## config.mk

```make
export PLATFORM = sky130hd
export DESIGN_NAME = hbs_sequencer
export DESIGN_NICKNAME = d
export VERILOG_FILES = /design/src/logic/hbs_pkg.sv /design/src/logic/hbs_tick_if.sv /design/src/logic/hbs_tick_div.sv /design/src/logic/hbs_sequencer.sv
export VERILOG_INCLUDE_DIRS = /design/src /design/src/logic
export SDC_FILE = /design/constraint.sdc
export NUM_CORES = 1
export LEC_CHECK = 0
export BUFFER_PORTS_ARGS = -buffer_cell sky130_fd_sc_hd__buf_4
export CAP_MARGIN = 20
export CORE_ASPECT_RATIO = 0.5
export CORE_MARGIN = 5
export CORE_UTILIZATION = 45
export DETAILED_ROUTE_END_ITERATION = 8
export GPL_ROUTABILITY_DRIVEN = 0
export GPL_TIMING_DRIVEN = 0
export PLACE_DENSITY = 0.78
export SETUP_SLACK_MARGIN = 0.05
export SLEW_MARGIN = 10
export SYNTH_ARGS = -nofsm -noshare
export SYNTH_HDL_FRONTEND = slang
export SYNTH_SLANG_ARGS = --single-unit
```

## constraint.sdc

```tcl
create_clock -name ref_clk_i -period 2.58 [get_ports ref_clk_i]
set_input_delay 0.387 -clock ref_clk_i [delete_from_list [all_inputs] [get_ports ref_clk_i]]
set_output_delay 0.387 -clock ref_clk_i [all_outputs]
set_load 0.01 [all_outputs]
```

## src/logic/hbs_defs.svh

```systemverilog
// Purpose: constants for the holding brake sequencer
// Assumes: 200 MHz control clock
// Notes:   times in their own units, cycle counts derived
`ifndef HBS_DEFS_SVH
`define HBS_DEFS_SVH
`define HBS_CLK_MHZ          200
`define HBS_TICK_MS          10
`define HBS_TICK_CYCLES      (`HBS_TICK_MS * 1000 * `HBS_CLK_MHZ)
`define HBS_DELAY_MAX        6'h32
`define HBS_DELAY_RST        6'h00
`define HBS_WAIT_RST         7'h32
`define HBS_SPEED_RST        14'h0064
`define HBS_SEL_RST          2'h1
`define HBS_SEL_OFF          2'h0
`endif

```

## src/logic/hbs_pkg.sv

```systemverilog
// Purpose: types for the holding brake sequencer
// Assumes: nothing
// Notes:   state enumeration only
package hbs_pkg;
  typedef enum logic [2:0] {
    HBS_OFF,
    HBS_ON,
    HBS_STOP_DELAY,
    HBS_RUN_WAIT
  } hbs_state_t;
endpackage : hbs_pkg

```

## src/logic/hbs_tick_if.sv

```systemverilog
// Purpose: carries the 10 ms tick between the divider and the sequencer
// Assumes: one clock
// Notes:   tick is a one-cycle pulse
`timescale 1ns/1ps
`default_nettype none
interface hbs_tick_if;
  logic tick;
  logic clr;
  modport src (output tick, input clr);
  modport dst (input tick, output clr);
endinterface : hbs_tick_if
`default_nettype wire

```

## src/logic/hbs_tick_div.sv

```systemverilog
// Purpose: divides the control clock down to a 10 ms enable pulse
// Assumes: clr restarts the period so the first tick is a full period away
// Notes:   period is a parameter so simulation can shorten it
`timescale 1ns/1ps
`default_nettype none
`include "hbs_defs.svh"
module hbs_tick_div #(
  parameter int unsigned TICK_CYCLES = `HBS_TICK_CYCLES
) (
  input  wire logic ref_clk_i,  // control clock
  input  wire logic rst_n_i,    // sync reset, active low
  hbs_tick_if.src   tk          // tick out, restart in
);
  logic [31:0] cnt_ff;
  wire         wrap = (cnt_ff == 32'(TICK_CYCLES - 1));
  always_ff @(posedge ref_clk_i) begin
    if (!rst_n_i || tk.clr || wrap) cnt_ff <= 32'h0000_0000;
    else                            cnt_ff <= cnt_ff + 32'h0000_0001;
  end
  assign tk.tick = wrap && !tk.clr;
endmodule : hbs_tick_div
`default_nettype wire

```

## src/logic/hbs_sequencer.sv

```systemverilog
// Purpose: holding brake release and motor power sequencing with terminal routing
// Assumes: commands, alarm and speed come from logic on the same clock;
//          settings are static configuration inputs
// Notes:   terminal select is caught at each reset release (restart)
`timescale 1ns/1ps
`default_nettype none
`include "hbs_defs.svh"

// What this block does
// - the brake release output drops whenever an alarm, or a servo-off command with the motor stopped, is seen.
// - with the motor stopped, the release output drops in the cycle the servo-off is taken.
// - motor power stays on after servo-off for 0 to 50 ticks of 10 ms, default 0.
// - that delay is used only when the motor is stopped at servo-off.
// - an alarm removes motor power at once, ignoring the delay.
// - during overtravel the release output stays on.
// - terminal select 0 disables the output, 1 (default) drives the first terminal pair.
// - select values 2 and 3 drive the second and third terminal pairs.
// - each terminal is the OR of all signals allocated to it.
// - with the motor rotating, the brake applies on speed below level or wait timer expiry.
module hbs_sequencer
  import hbs_pkg::*;
#(
  parameter int unsigned TICK_CYCLES = `HBS_TICK_CYCLES
) (
  input  wire logic        ref_clk_i,                // 200 MHz control clock
  input  wire logic        rst_n_i,                  // sync reset, active low
  input  wire logic        servo_power_on_cmd_i,     // servo-on command pulse
  input  wire logic        servo_power_off_cmd_i,    // servo-off command pulse
  input  wire logic        alarm_i,                  // alarm detected level
  input  wire logic        overtravel_i,             // overtravel level
  input  wire logic        motor_stopped_i,          // motor at rest level
  input  wire logic [13:0] motor_speed_i,            // speed magnitude, 1 rpm
  input  wire logic [5:0]  brake_to_poweroff_delay_i,// ticks, 0 to 50
  input  wire logic [13:0] brake_speed_level_i,      // rpm threshold
  input  wire logic [6:0]  brake_wait_time_running_i,// ticks, 10 to 100
  input  wire logic [1:0]  output_terminal_select_i, // terminal for release output
  input  wire logic [2:0]  other_out_i,              // other signals per terminal
  output logic             motor_power_o,            // motor power enable
  output logic             brake_release_out_o,      // release level before routing
  output logic [2:0]       io_connector_o            // output terminal pairs 1..3
);
  hbs_state_t  state_ff, nxt_state;
  logic [6:0]  cnt_ff, nxt_cnt;
  logic        pwr_ff, nxt_pwr;
  logic        rel_ff, nxt_rel;
  logic [1:0]  sel_ff;
  logic        sel_taken_ff;
  logic [2:0]  term_ff;
  hbs_tick_if  tk ();

  hbs_tick_div #(.TICK_CYCLES(TICK_CYCLES)) u_div (
    .ref_clk_i (ref_clk_i),
    .rst_n_i   (rst_n_i),
    .tk        (tk)
  );

  // delay settings above the top of the range act as the top of the range; the wait time is not clamped
  function automatic logic [5:0] clamp_delay(input logic [5:0] d);
    clamp_delay = (d > `HBS_DELAY_MAX) ? `HBS_DELAY_MAX : d;
  endfunction : clamp_delay

  wire       off_req   = servo_power_off_cmd_i && (state_ff == HBS_ON);
  wire       slow      = motor_speed_i < brake_speed_level_i;
  wire [5:0] dly       = clamp_delay(brake_to_poweroff_delay_i);
  assign tk.clr = off_req || alarm_i;

  // stopped off drops release first, running off drops power first
  always_comb begin
    nxt_state = state_ff;
    nxt_cnt   = cnt_ff;
    nxt_pwr   = pwr_ff;
    nxt_rel   = rel_ff;
    case (state_ff)
      HBS_OFF: begin
        if (servo_power_on_cmd_i && !alarm_i) begin
          nxt_state = HBS_ON;
          nxt_pwr   = 1'b1;
          nxt_rel   = 1'b1;
        end
      end
      HBS_ON: begin
        if (alarm_i) begin
          nxt_state = HBS_OFF;
          nxt_pwr   = 1'b0;
          nxt_rel   = 1'b0;
        end else if (servo_power_off_cmd_i && motor_stopped_i) begin
          nxt_rel = 1'b0;
          nxt_cnt = {1'b0, dly};
          if (dly == 6'h00) begin
            nxt_state = HBS_OFF;
            nxt_pwr   = 1'b0;
          end else begin
            nxt_state = HBS_STOP_DELAY;
          end
        end else if (servo_power_off_cmd_i) begin
          nxt_state = HBS_RUN_WAIT;
          nxt_pwr   = 1'b0;
          nxt_cnt   = brake_wait_time_running_i;
        end
      end
      HBS_STOP_DELAY: begin
        if (alarm_i || (tk.tick && cnt_ff == 7'h01)) begin
          nxt_state = HBS_OFF;
          nxt_pwr   = 1'b0;
        end else if (tk.tick) begin
          nxt_cnt = cnt_ff - 7'h01;
        end
      end
      HBS_RUN_WAIT: begin
        if (alarm_i || slow || (tk.tick && cnt_ff <= 7'h01)) begin
          nxt_state = HBS_OFF;
          nxt_rel   = 1'b0;
        end else if (tk.tick) begin
          nxt_cnt = cnt_ff - 7'h01;
        end
      end
      default: nxt_state = HBS_OFF;
    endcase
  end

  always_ff @(posedge ref_clk_i) begin
    if (!rst_n_i) begin
      state_ff <= HBS_OFF;
      cnt_ff   <= 7'h00;
      pwr_ff   <= 1'b0;
      rel_ff   <= 1'b0;
    end else begin
      state_ff <= nxt_state;
      cnt_ff   <= nxt_cnt;
      pwr_ff   <= nxt_pwr;
      rel_ff   <= nxt_rel;
    end
  end

  // terminal select caught once after reset release only
  always_ff @(posedge ref_clk_i) begin
    if (!rst_n_i) begin
      sel_taken_ff <= 1'b0;
      sel_ff       <= `HBS_SEL_RST;
    end else if (!sel_taken_ff) begin
      sel_taken_ff <= 1'b1;
      sel_ff       <= output_terminal_select_i;
    end
  end

  // overtravel alone never applies the brake; a running off keeps release until the brake point
  wire       rel_now   = rel_ff && !alarm_i && !(off_req && motor_stopped_i);
  wire [2:0] route     = (sel_ff == `HBS_SEL_OFF) ? 3'h0
                       : (3'h1 << (sel_ff - 2'h1));
  // terminals follow the release output one cycle later
  wire [2:0] nxt_term  = other_out_i | (route & {3{rel_now}});

  always_ff @(posedge ref_clk_i) begin
    if (!rst_n_i) term_ff <= 3'h0;
    else          term_ff <= nxt_term;
  end

  assign motor_power_o       = pwr_ff;
  assign brake_release_out_o = rel_now;
  assign io_connector_o      = term_ff;

  a_alarm_power: assert property (@(posedge ref_clk_i) disable iff (!rst_n_i)
    alarm_i |=> !motor_power_o)
    else $error("power not removed after alarm");
  a_alarm_brake: assert property (@(posedge ref_clk_i) disable iff (!rst_n_i)
    alarm_i |-> !brake_release_out_o)
    else $error("release output high during alarm");
  a_off_brake: assert property (@(posedge ref_clk_i) disable iff (!rst_n_i)
    (off_req && motor_stopped_i) |-> !brake_release_out_o ##1 !brake_release_out_o)
    else $error("release output not dropped at servo-off");
  a_zero_delay: assert property (@(posedge ref_clk_i) disable iff (!rst_n_i)
    (off_req && motor_stopped_i && !alarm_i && dly == 6'h00) |=> !motor_power_o)
    else $error("power held with zero delay");
  a_delay_holds: assert property (@(posedge ref_clk_i) disable iff (!rst_n_i)
    (off_req && motor_stopped_i && !alarm_i && dly != 6'h00) |=> motor_power_o)
    else $error("power dropped before delay");
  a_delay_end: assert property (@(posedge ref_clk_i) disable iff (!rst_n_i)
    (state_ff == HBS_STOP_DELAY && tk.tick && cnt_ff == 7'h01) |=> !motor_power_o)
    else $error("power held after delay end");
  a_run_slow: assert property (@(posedge ref_clk_i) disable iff (!rst_n_i)
    (state_ff == HBS_RUN_WAIT && slow) |=> (state_ff == HBS_OFF) && !rel_ff)
    else $error("brake not applied below speed level");
  a_term_off: assert property (@(posedge ref_clk_i) disable iff (!rst_n_i)
    (sel_taken_ff && sel_ff == `HBS_SEL_OFF) |=> io_connector_o == $past(other_out_i))
    else $error("terminal driven with output disabled");
  a_sel_stable: assert property (@(posedge ref_clk_i) disable iff (!rst_n_i)
    sel_taken_ff |=> $stable(sel_ff))
    else $error("terminal select changed without restart");
  a_ot_release: assert property (@(posedge ref_clk_i) disable iff (!rst_n_i)
    (state_ff == HBS_ON && overtravel_i && !alarm_i && !servo_power_off_cmd_i)
      |-> brake_release_out_o)
    else $error("brake applied during overtravel");
  // running and stopped sequences
  a_run_hold: assert property (@(posedge ref_clk_i) disable iff (!rst_n_i)
    (off_req && !motor_stopped_i && !alarm_i) |-> brake_release_out_o ##1 !motor_power_o)
    else $error("running servo-off sequence wrong");
  a_run_rel: assert property (@(posedge ref_clk_i) disable iff (!rst_n_i)
    (state_ff == HBS_RUN_WAIT && !alarm_i) |-> brake_release_out_o)
    else $error("release dropped early while rotating");
  a_wait_end: assert property (@(posedge ref_clk_i) disable iff (!rst_n_i)
    (state_ff == HBS_RUN_WAIT && tk.tick && cnt_ff <= 7'h01) |=> !rel_ff)
    else $error("brake not applied at wait expiry");
  a_stop_rel: assert property (@(posedge ref_clk_i) disable iff (!rst_n_i)
    (state_ff == HBS_STOP_DELAY) |-> !brake_release_out_o)
    else $error("release high during power-off delay");
  // scenario covers

  c_stop_delay: cover property (@(posedge ref_clk_i) disable iff (!rst_n_i)
    state_ff == HBS_STOP_DELAY ##1 state_ff == HBS_OFF);
  c_run_wait: cover property (@(posedge ref_clk_i) disable iff (!rst_n_i)
    state_ff == HBS_RUN_WAIT ##1 state_ff == HBS_OFF);
  c_alarm_on: cover property (@(posedge ref_clk_i) disable iff (!rst_n_i)
    state_ff == HBS_ON && alarm_i);
  c_ovt_hold: cover property (@(posedge ref_clk_i) disable iff (!rst_n_i)
    state_ff == HBS_ON && overtravel_i);
  c_zero_delay: cover property (@(posedge ref_clk_i) disable iff (!rst_n_i)
    off_req && motor_stopped_i && dly == 6'h00);
endmodule : hbs_sequencer
`default_nettype wire

```

==> results of run 1 <==
## cell usage in the layout (no fill, tap or decap), types with 5 or more instances in the layout
cell type  count
a21oi_1       18
a31oi_1        8
and3_1         6
buf_4         56
clkbuf_1       8
clkbuf_16      5
dfxtp_1       49
ha_1          19
inv_1         24
mux2i_1        5
nand2_1       39
nand3_1       10
nand4_1        9
nor2_1        50
nor3_1         6
nor4_1         6
o21ai_0        9
or3_1          7
xnor2_1        9
xor2_1        18
## registers in the layout, indices dropped and copies added, names as in the netlist
| signal | count |
|---|---|
| cnt_ff | 7 |
| io_connector_o | 3 |
| motor_power_o | 1 |
| rel_ff | 1 |
| sel_ff | 2 |
| sel_taken_ff | 1 |
| state_ff | 2 |
| u_div.cnt_ff | 32 |
## final timing paths
| path | startpoint | end | slack (ns) | cells after the start |
|---|---|---|---|---|
| max | motor_speed_i[5] | cnt_ff[6] | 0.21 | 10 |
| min | rst_n_i | sel_taken_ff | 0.24 | 1 |
| max reg2reg | u_div.cnt_ff[0] | motor_power_o | 0.26 | 8 |
| min reg2reg | u_div.cnt_ff[0] | u_div.cnt_ff[0] | 0.46 | 1 |
## layout make-up
class / count / area, um2
flip-flops and latches: 49 / 981
fillers: 560 / 2550
inverters: 24 / 90.1
clock inverters: 2 / 37.5
repair buffers: 56 / 420
well taps: 88 / 110
multi-input cells: 271 / 1760
plain buffers: 10 / 46.3
clock buffers: 6 / 139
## metrics by stage
stage | hold slack, ns | utilization (%) | instance area (um2) | setup slack [ns] | power, mW
2_1_floorplan | 0.415 | - | 2860 | 0.333 | 1.24
3_3_place_gp | 0.441 | 55.3 | 3390 | -0.0592 | 1.42
3_5_place_dp | 0.449 | 55.3 | 3390 | -0.0780 | 1.43
4_1_cts | 0.238 | 58.2 | 3570 | 0.202 | 2.18
5_1_grt | 0.241 | 58.4 | 3580 | 0.0746 | 2.30
6_report | 0.239 | 58.4 | 3580 | 0.212 | 2.18
## logic make-up after synthesis
| kind of cell | Yosys count |
|---|---|
| buffers and inverters | 34 |
| multiplexers | 5 |
| AND/OR/NAND/NOR | 155 |
| flip-flops | 49 |
| AO/OA/AOI/OAI | 63 |
| XOR/XNOR | 27 |
| adder cells (fa/ha/maj) | 21 |
## critical path: cells and delay by family
| family | cells | cell delay [ns] |
|---|---|---|
| AO/OA/AOI/OAI | 5 | 1.25 |
| multiplexers | 1 | 0.20 |
| AND/OR/NAND/NOR | 1 | 0.14 |
| adder cells (fa/ha/maj) | 1 | 0.31 |
| buffers and inverters | 2 | 0.30 |
## report_power, final
group | internal (mW) | leakage, nW | switching (mW)
Combinational | 0.271 | 1.01 | 0.318
Clock | 0.483 | 0.0831 | 0.269
Sequential | 0.802 | 0.398 | 0.0380
Total | 1.56 | 1.49 | 0.625
## layer usage
| layer | track usage, % | vias to the layer above | wire length [um] |
|---|---|---|---|
| li1 | - | 1373 | - |
| met1 | 19.7 | 1202 | 2880 |
| met2 | 30.3 | 65 | 2960 |
| met3 | 5.90 | 9 | 496 |
| met4 | 5.44 | 0 | 85 |
| met5 | 0 | - | 0 |
## timing repair
item	in CTS	in global routing
gates resized for setup	0	4
hold buffers	0	0
setup endpoints to repair	0	6
==> results.md, run 1 <==
* Gr usage total at 17.2%
* Syn-to-layout area delta at 25.2%
* Worst Hold Class: input pin to flip-flop
* Number of DRC markers in iteration 0 at 116
* Top-count cell post-synth: nor2_1
* Syn Area/Cell at roughly 8.1 um2
* Maximum clock rate at 422 MHz
* Die area at 8150 um2
* Total of warnings raised by yosys at 0
* Status: complete, no violations
* Worst-path cell chain: buf_4 > ha_1 > a211o_1 > a21oi_1 > o211ai_1 > a221oi_1 > o21a_1 > or3_1 > buf_2 > mux2i_1
* Peak VDD IR at 0.303 mV
* Max Clock Skew at 0.00741 ns
* WL final at 6430 um
* Post-route ant nets at 0
* Area share of the largest cell type after synthesis at 34.3%
* Compound-Gate Fraction of Synth Area at 14.5%
* Synthesized area at between 2000 and 3000 um2
* Clock Latency Late Sink at 0.29 ns
* CP required at 2.80 ns
* Largest stage delay, worst path at between 0.3 and 0.4 ns
* Grt total ovfl at 0
* Slew margin rel. at 57.5%
* Post-Route Setup TNS at 0 ns
* Post-synthesis simple-gate area fraction at 27.2%
* Largest family of logic cells by synthesized area: simple AND/OR/NAND/NOR gates
* Cells after Synth at 354
* Area leader, netlist: dfxtp_1
* Leak at around 1.5 nW
* CP Class: input pin to flip-flop
* Worst-margin pin slew at 0.628 ns
* Pwr/cell area at 609 nW/um2
* Min Tclk post-route at about 2.4 ns
* Initial antenna violation count at 0
* Area share of fa/ha/maj cells after synthesis at under 10%
* CTS Buf Count at 5
* Initial Util at around 47%
* Fin nets at around 500
* Vias in the first global route at 2562
* Critical-path top delay cell: a221oi_1
* Vias at around 2600
* CTS Buffer Depth at 2
* Drt first pass iters at 4
* Post-CTS setup repair buffer count at 0
* #FFs+latches synth at 49
* Area of the core at 6130 um2
* Cell Count, Final, Fillers Out at 506
* Global-route wire length before repair at approximately 11000 um
* Period utilization at 91.8%
* Final HPWL DP at around 5000 um
* CTS tree: yes
* CP Capture Type: flip-flop
* CP Max Fanout at 7
* Die height at 66.4 um
* Post-synth EDFFs at 0
* Register area share after synthesis at about a third
* Cells after DPL at 498
* Die width at 123 um
* Ys async rst share at 0%
* # DRC at 0
* Post-Synth XOR/XNOR Area at 8.26%
* Critical Path Source Type: input pin
* Avg WL per Cell at 12.7 um
* Critical Path AT at about 2.6 ns
* Area contributors post-synth: dfxtp_1 (34%), ha_1 (9.2%), nor2_1 (6.6%)
* Synthesized Nets at approximately 430
* Clock Sinks at between 40 and 50
* Top FF cell, synth: dfxtp_1
* Antenna diodes at 0
* Yosys cell types at 53
* Final number of setup-violating endpoints at 0
* Multiplexer area fraction after synthesis at 1.75%
* # IOs at 58
* Most frequent cells after synthesis: nor2_1 (50), dfxtp_1 (49), nand2_1 (39)
* Largest net degree at the start of global routing at 16
* Slew Limit Fails at 0
* Root Buffer: clkbuf_16
* Rows at 20
* Vias/cell at roughly 5.2
* Final Hold Vio Count at 0
* RSZ-0062 raised after global routing: false
* Reg clk slew, reported paths at 0.06 ns
* Max-Cap Viols at 0
* # port buffers at 56
* Htree depth at 2
* Share of layout cells above drive strength 1 at 19.1%
(Power assumes the default switching activity.)
==> run 2: changes to the inputs <==
--- a/config.mk
+++ b/config.mk
@@ -11,9 +11,11 @@
 export CORE_ASPECT_RATIO = 0.5
 export CORE_MARGIN = 5
 export CORE_UTILIZATION = 45
+export CTS_BUF_LIST = sky130_fd_sc_hd__clkbuf_16
 export DETAILED_ROUTE_END_ITERATION = 8
 export GPL_ROUTABILITY_DRIVEN = 0
 export GPL_TIMING_DRIVEN = 0
+export MAX_ROUTING_LAYER = met4
 export PLACE_DENSITY = 0.78
 export SETUP_SLACK_MARGIN = 0.05
 export SLEW_MARGIN = 10
==> results.md, run 2 (synthesis gave the netlist of run 1 again) <==
* Final hold slack at between 0.2 and 0.25 ns
* CTS Buf Count at 5
* Final number of setup-violating endpoints at 0
* Final Hold Vio Count at 0
* Max reg flops at 32
* Area of the core at 6130 um2
* Final Worst Setup Slack at between 0.2 and 0.25 ns
* Clock Sinks at 49
* Post-CTS setup repair buffer count at 0
* Internal at between 1.5 and 2 mW
* Gr usage total at 17.7%
* Rows at 20
* Slew Limit Fails at 0
* Initial Util at 46.7%
* Worst Hold Class: input pin to flip-flop
* # DRC at 0
* Tot Pwr at approximately 2.1 mW
* Share of layout cells above drive strength 1 at 18.7%
* Worst-margin pin slew at 0.641 ns
* Number of DRC markers in iteration 0 at 128
* Post-route ant nets at 0
* Switch share at 29.0%
* # IOs at 58
* Fin nets at approximately 500
* Net Sw Power at 0.622 mW
* Htree depth at 2
* Clock Latency Late Sink at 0.29 ns
* FF-to-FF setup slack at 0.25 ns
* CP Class: input pin to flip-flop
* Vias at 2682
* Sequential share of power at 39.2%
* Vias/cell at 5.30
* Maximum clock rate at about 420 MHz
* CTS Buffer Depth at 2
* Final HPWL DP at 5030 um
* RSZ-0062 raised after global routing: true
* Pre-CTS WS at -0.0780 ns
* CP Max Fanout at 7
* Max-Cap Viols at 0
* Period utilization at 92.0%
* Critical Path AT at 2.59 ns
* Die area at between 8000 and 9000 um2
* Peak VDD IR at 0.302 mV
* Layout Cell Area excl Fill at about 3600 um2
* Drt first pass iters at 4
* Largest register by flop count: u_div.cnt_ff
* Max Clock Skew at 0.00791 ns
* Min Tclk post-route at between 2 and 2.5 ns
* Placement-stage cell area at about 3400 um2
* WL final at 6470 um
* Status: complete, no violations
* Die width at ~120 um
* CTS tree: yes
* Slew margin rel. at ~57%
* Die height at between 60 and 70 um
* Antenna diodes at 0
* Critical Path Source Type: input pin
* CP Capture Type: flip-flop
* Leak at 1.48 nW
* Initial antenna violation count at 0
* Avg WL per Cell at 12.8 um
* Clk pwr share at 33.6%
* Global-route wire length before repair at 11300 um
* Root Buffer: clkbuf_16
* Vias in the first global route at approximately 2600
* Most frequent cells in the layout: buf_4 (56), nor2_1 (50), dfxtp_1 (49), nand2_1 (39), inv_1 (24)
* Syn-to-layout area delta at 24.7%
* Grt total ovfl at 0
* # port buffers at between 50 and 60
* Pwr/cell area at 601 nW/um2
* Commonest non-fill, non-tap cell in the layout: buf_4
* Largest net degree at the start of global routing at 16
* Gate power share at 27.2%
* CP required at roughly 2.8 ns
* Reg clk slew, reported paths at roughly 0.06 ns
==> run 2: metal layers <==
| metal | GRT usage, % | share of wire [%] | vias to the layer above |
|---|---|---|---|
| met5 | - | 0 | - |
| met4 | 4.18 | 1.1 | 0 |
| met3 | 5.30 | 7.1 | 8 |
| met2 | 30.5 | 46 | 73 |
| met1 | 20.6 | 46 | 1225 |
| li1 | - | - | 1376 |
==> run 2: through the flow <==
step	utilization [%]	cells	setup TNS, ns
floorplan	-	354	0
global placement	55.3	498	-0.193
detailed placement	55.3	498	-0.420
CTS	58.0	506	0
global route	58.2	506	0
finish	58.2	506	0
==> run 2: worst max-delay path: stages <==
cell      delay [ns]
buf_4           0.11
ha_1            0.31
a211o_1         0.30
a21oi_1         0.13
o211ai_1        0.13
a221oi_1        0.38
o21a_1          0.31
or3_1           0.14
buf_2           0.19
mux2i_1         0.19
==> run 2: final cells by class <==
type                       count  area [um2]
sequential                    49         981
inverter                      24        90.1
tap                           88         110
fill                         566        2560
clock buffer                   5         125
clock inverter                 3        41.3
buffer                        10        46.3
multi-input combinational    271        1750
timing repair buffer          56         420
==> run 2: what timing repair did <==
action / 4_1_cts / 5_1_grt
hold endpoints to repair: 0 / 0
hold buffers: 0 / 0
resized for setup: 0 / 3
setup endpoints to repair: 0 / 6
==> run 2: final timing paths <==
| kind | cells past startpoint | endpoint | startpoint |
|---|---|---|---|
| max | 10 | cnt_ff[6] | motor_speed_i[5] |
| min | 1 | sel_taken_ff | rst_n_i |
| max reg2reg | 8 | motor_power_o | u_div.cnt_ff[0] |
| min reg2reg | 1 | u_div.cnt_ff[0] | u_div.cnt_ff[0] |
==> run 2: power by group through the flow <==
stage / combinational (mW) / clock (mW) / sequential, mW
after floorplan: 0.390 / 0 / 0.852
after detailed placement: 0.572 / 0 / 0.854
after CTS: 0.576 / 0.737 / 0.839
final: 0.584 / 0.721 / 0.840
after global routing: 0.654 / 0.772 / 0.846
after global placement: 0.563 / 0 / 0.853
==> run 3: changes to the inputs <==
--- a/config.mk
+++ b/config.mk
@@ -6,17 +6,17 @@
 export SDC_FILE = /design/constraint.sdc
 export NUM_CORES = 1
 export LEC_CHECK = 0
-export BUFFER_PORTS_ARGS = -buffer_cell sky130_fd_sc_hd__buf_4
 export CAP_MARGIN = 20
 export CORE_ASPECT_RATIO = 0.5
 export CORE_MARGIN = 5
 export CORE_UTILIZATION = 45
 export CTS_BUF_LIST = sky130_fd_sc_hd__clkbuf_16
 export DETAILED_ROUTE_END_ITERATION = 8
+export DONT_BUFFER_PORTS = 1
 export GPL_ROUTABILITY_DRIVEN = 0
 export GPL_TIMING_DRIVEN = 0
 export MAX_ROUTING_LAYER = met4
-export PLACE_DENSITY = 0.78
+export PLACE_DENSITY = 0.71
 export SETUP_SLACK_MARGIN = 0.05
 export SLEW_MARGIN = 10
 export SYNTH_ARGS = -nofsm -noshare
==> results.md, run 3 (synthesis gave the netlist of run 1 again) <==
* Die height at 66.4 um
* Peak VDD IR at 0.332 mV
* Largest register by flop count: u_div.cnt_ff
* Util after Layout at between 50% and 60%
* # port buffers at 0
* Status: complete, no violations
* Worst-margin pin slew at 0.675 ns
* Clock Latency Late Sink at 0.29 ns
* Maximum clock rate at 427 MHz
* Max reg flops at 32
* CP Capture Type: flip-flop
* Max Clock Skew at just under 0.007 ns
* CTS tree: yes
* Syn-to-layout area delta at 9.84%
* Vias/cell at 5.63
* # DRC at 0
* Die area at around 8000 um2
* Final number of setup-violating endpoints at 0
* Layout Cell Area excl Fill at 3140 um2
* Reg clk slew, reported paths at about 0.060 ns
* Initial antenna violation count at 0
* Fin nets at 435
* Area of the core at 6130 um2
* Slew margin rel. at between 50% and 60%
* Hold-fix buffers at CTS at 0
* Placement-stage cell area at 2970 um2
* Clock Sinks at between 40 and 50
* Leak at between 1 and 1.5 nW
* Commonest non-fill, non-tap cell in the layout: nor2_1
* CP Max Fanout at 5
* Vias at ~2500
* Initial Util at 46.7%
* Die width at 123 um
* Setup crit start: u_div.cnt_ff[0]
* Number of DRC markers in iteration 0 at 140
* # IOs at 58
* Htree depth at 2
* Grt total ovfl at 0
* CTS Buf Count at 5
* Drt first pass iters at 4
* Share of layout cells above drive strength 1 at 5.80%
* RR Startpoint: u_div.cnt_ff[0]
* Max-Cap Viols at 0
* Rows at 20
* Pre-CTS WS at 0.00794 ns
* CP Class: flip-flop to flip-flop
* HP Start: rst_n_i
* RSZ-0062 raised after global routing: true
* Largest net degree at the start of global routing at 15
* CTS Buffer Depth at 2
* Final HPWL DP at approximately 5200 um
* CP required at between 2 and 3 ns
* Post-Route Setup TNS at 0 ns
* Period utilization at 90.8%
* Final Worst Setup Slack at 0.238 ns
* Avg WL per Cell at 14.4 um
* Pwr/cell area at 654 nW/um2
* Gr usage total at 17.8%
* Final Hold Vio Count at 0
* Min Tclk post-route at between 2 and 2.5 ns
* Most frequent cells in the layout: nor2_1 (50), dfxtp_1 (49), nand2_1 (39), inv_1 (25), ha_1 (19)
* Post-route ant nets at 0
* Root Buffer: clkbuf_16
* Worst Hold Class: input pin to flip-flop
* Critical Path Source Type: flip-flop
* Slew Limit Fails at 0
* Critical Path AT at 2.56 ns
* Vias in the first global route at 2526
* Antenna diodes at 0
* Global-route wire length before repair at 11400 um
* WL final at 6490 um
* FILL cells at 577
## run 3: worst max-delay path, cell delays in order, from the launching register on
cell and delay (ns):
dfxtp_1 0.37, ha_1 0.22, and4_4 0.26, nand4_1 0.11, nor2_2 0.22, a31oi_1 0.11, or3_4 0.36, or4_1 0.48
a21oi_1 0.14
## run 3: metrics by stage
stage / hold slack (ns) / power [mW] / cells
3_3_place_gp: 0.415 / 1.33 / 442
4_1_cts: 0.120 / 2.06 / 450
2_1_floorplan: 0.415 / 1.24 / 354
5_1_grt: 0.111 / 2.18 / 450
3_5_place_dp: 0.415 / 1.35 / 442
6_report: 0.127 / 2.06 / 450
## run 3: routing by layer
| metal | part of all wire [%] | track usage (%) | vias up |
|---|---|---|---|
| li1 | - | - | 1263 |
| met1 | 45 | 20.2 | 1183 |
| met2 | 49 | 31.7 | 82 |
| met3 | 5.1 | 4.96 | 5 |
| met4 | 0.80 | 3.91 | 0 |
| met5 | 0 | - | - |
## run 3: cell type report
class                      instances  area [um2]  area share, %
multi-input combinational        271        1750           55.8
sequential                        49         981           31.2
clock buffer                       5         125           3.98
tap                               88         110           3.50
inverter                          24        90.1           2.87
buffer                            10        46.3           1.47
clock inverter                     3        37.5           1.19
## run 3: final timing paths
check	end	slack [ns]	depth (start not counted)
setup / recovery	motor_power_o	0.24	8
hold / removal	sel_taken_ff	0.13	0
setup reg to reg	motor_power_o	0.24	8
hold reg to reg	u_div.cnt_ff[0]	0.46	1
## run 3: timing repair
action	4_1_cts	5_1_grt
gates resized for setup	0	3
endpoints found under the setup margin	0	4
setup buffers	0	0
## run 3: where the power goes
| part | total, mW | switching [mW] | internal, mW |
|---|---|---|---|
| combinational | 0.497 | 0.292 | 0.205 |
| clock | 0.713 | 0.263 | 0.450 |
| sequential | 0.846 | 0.0437 | 0.802 |
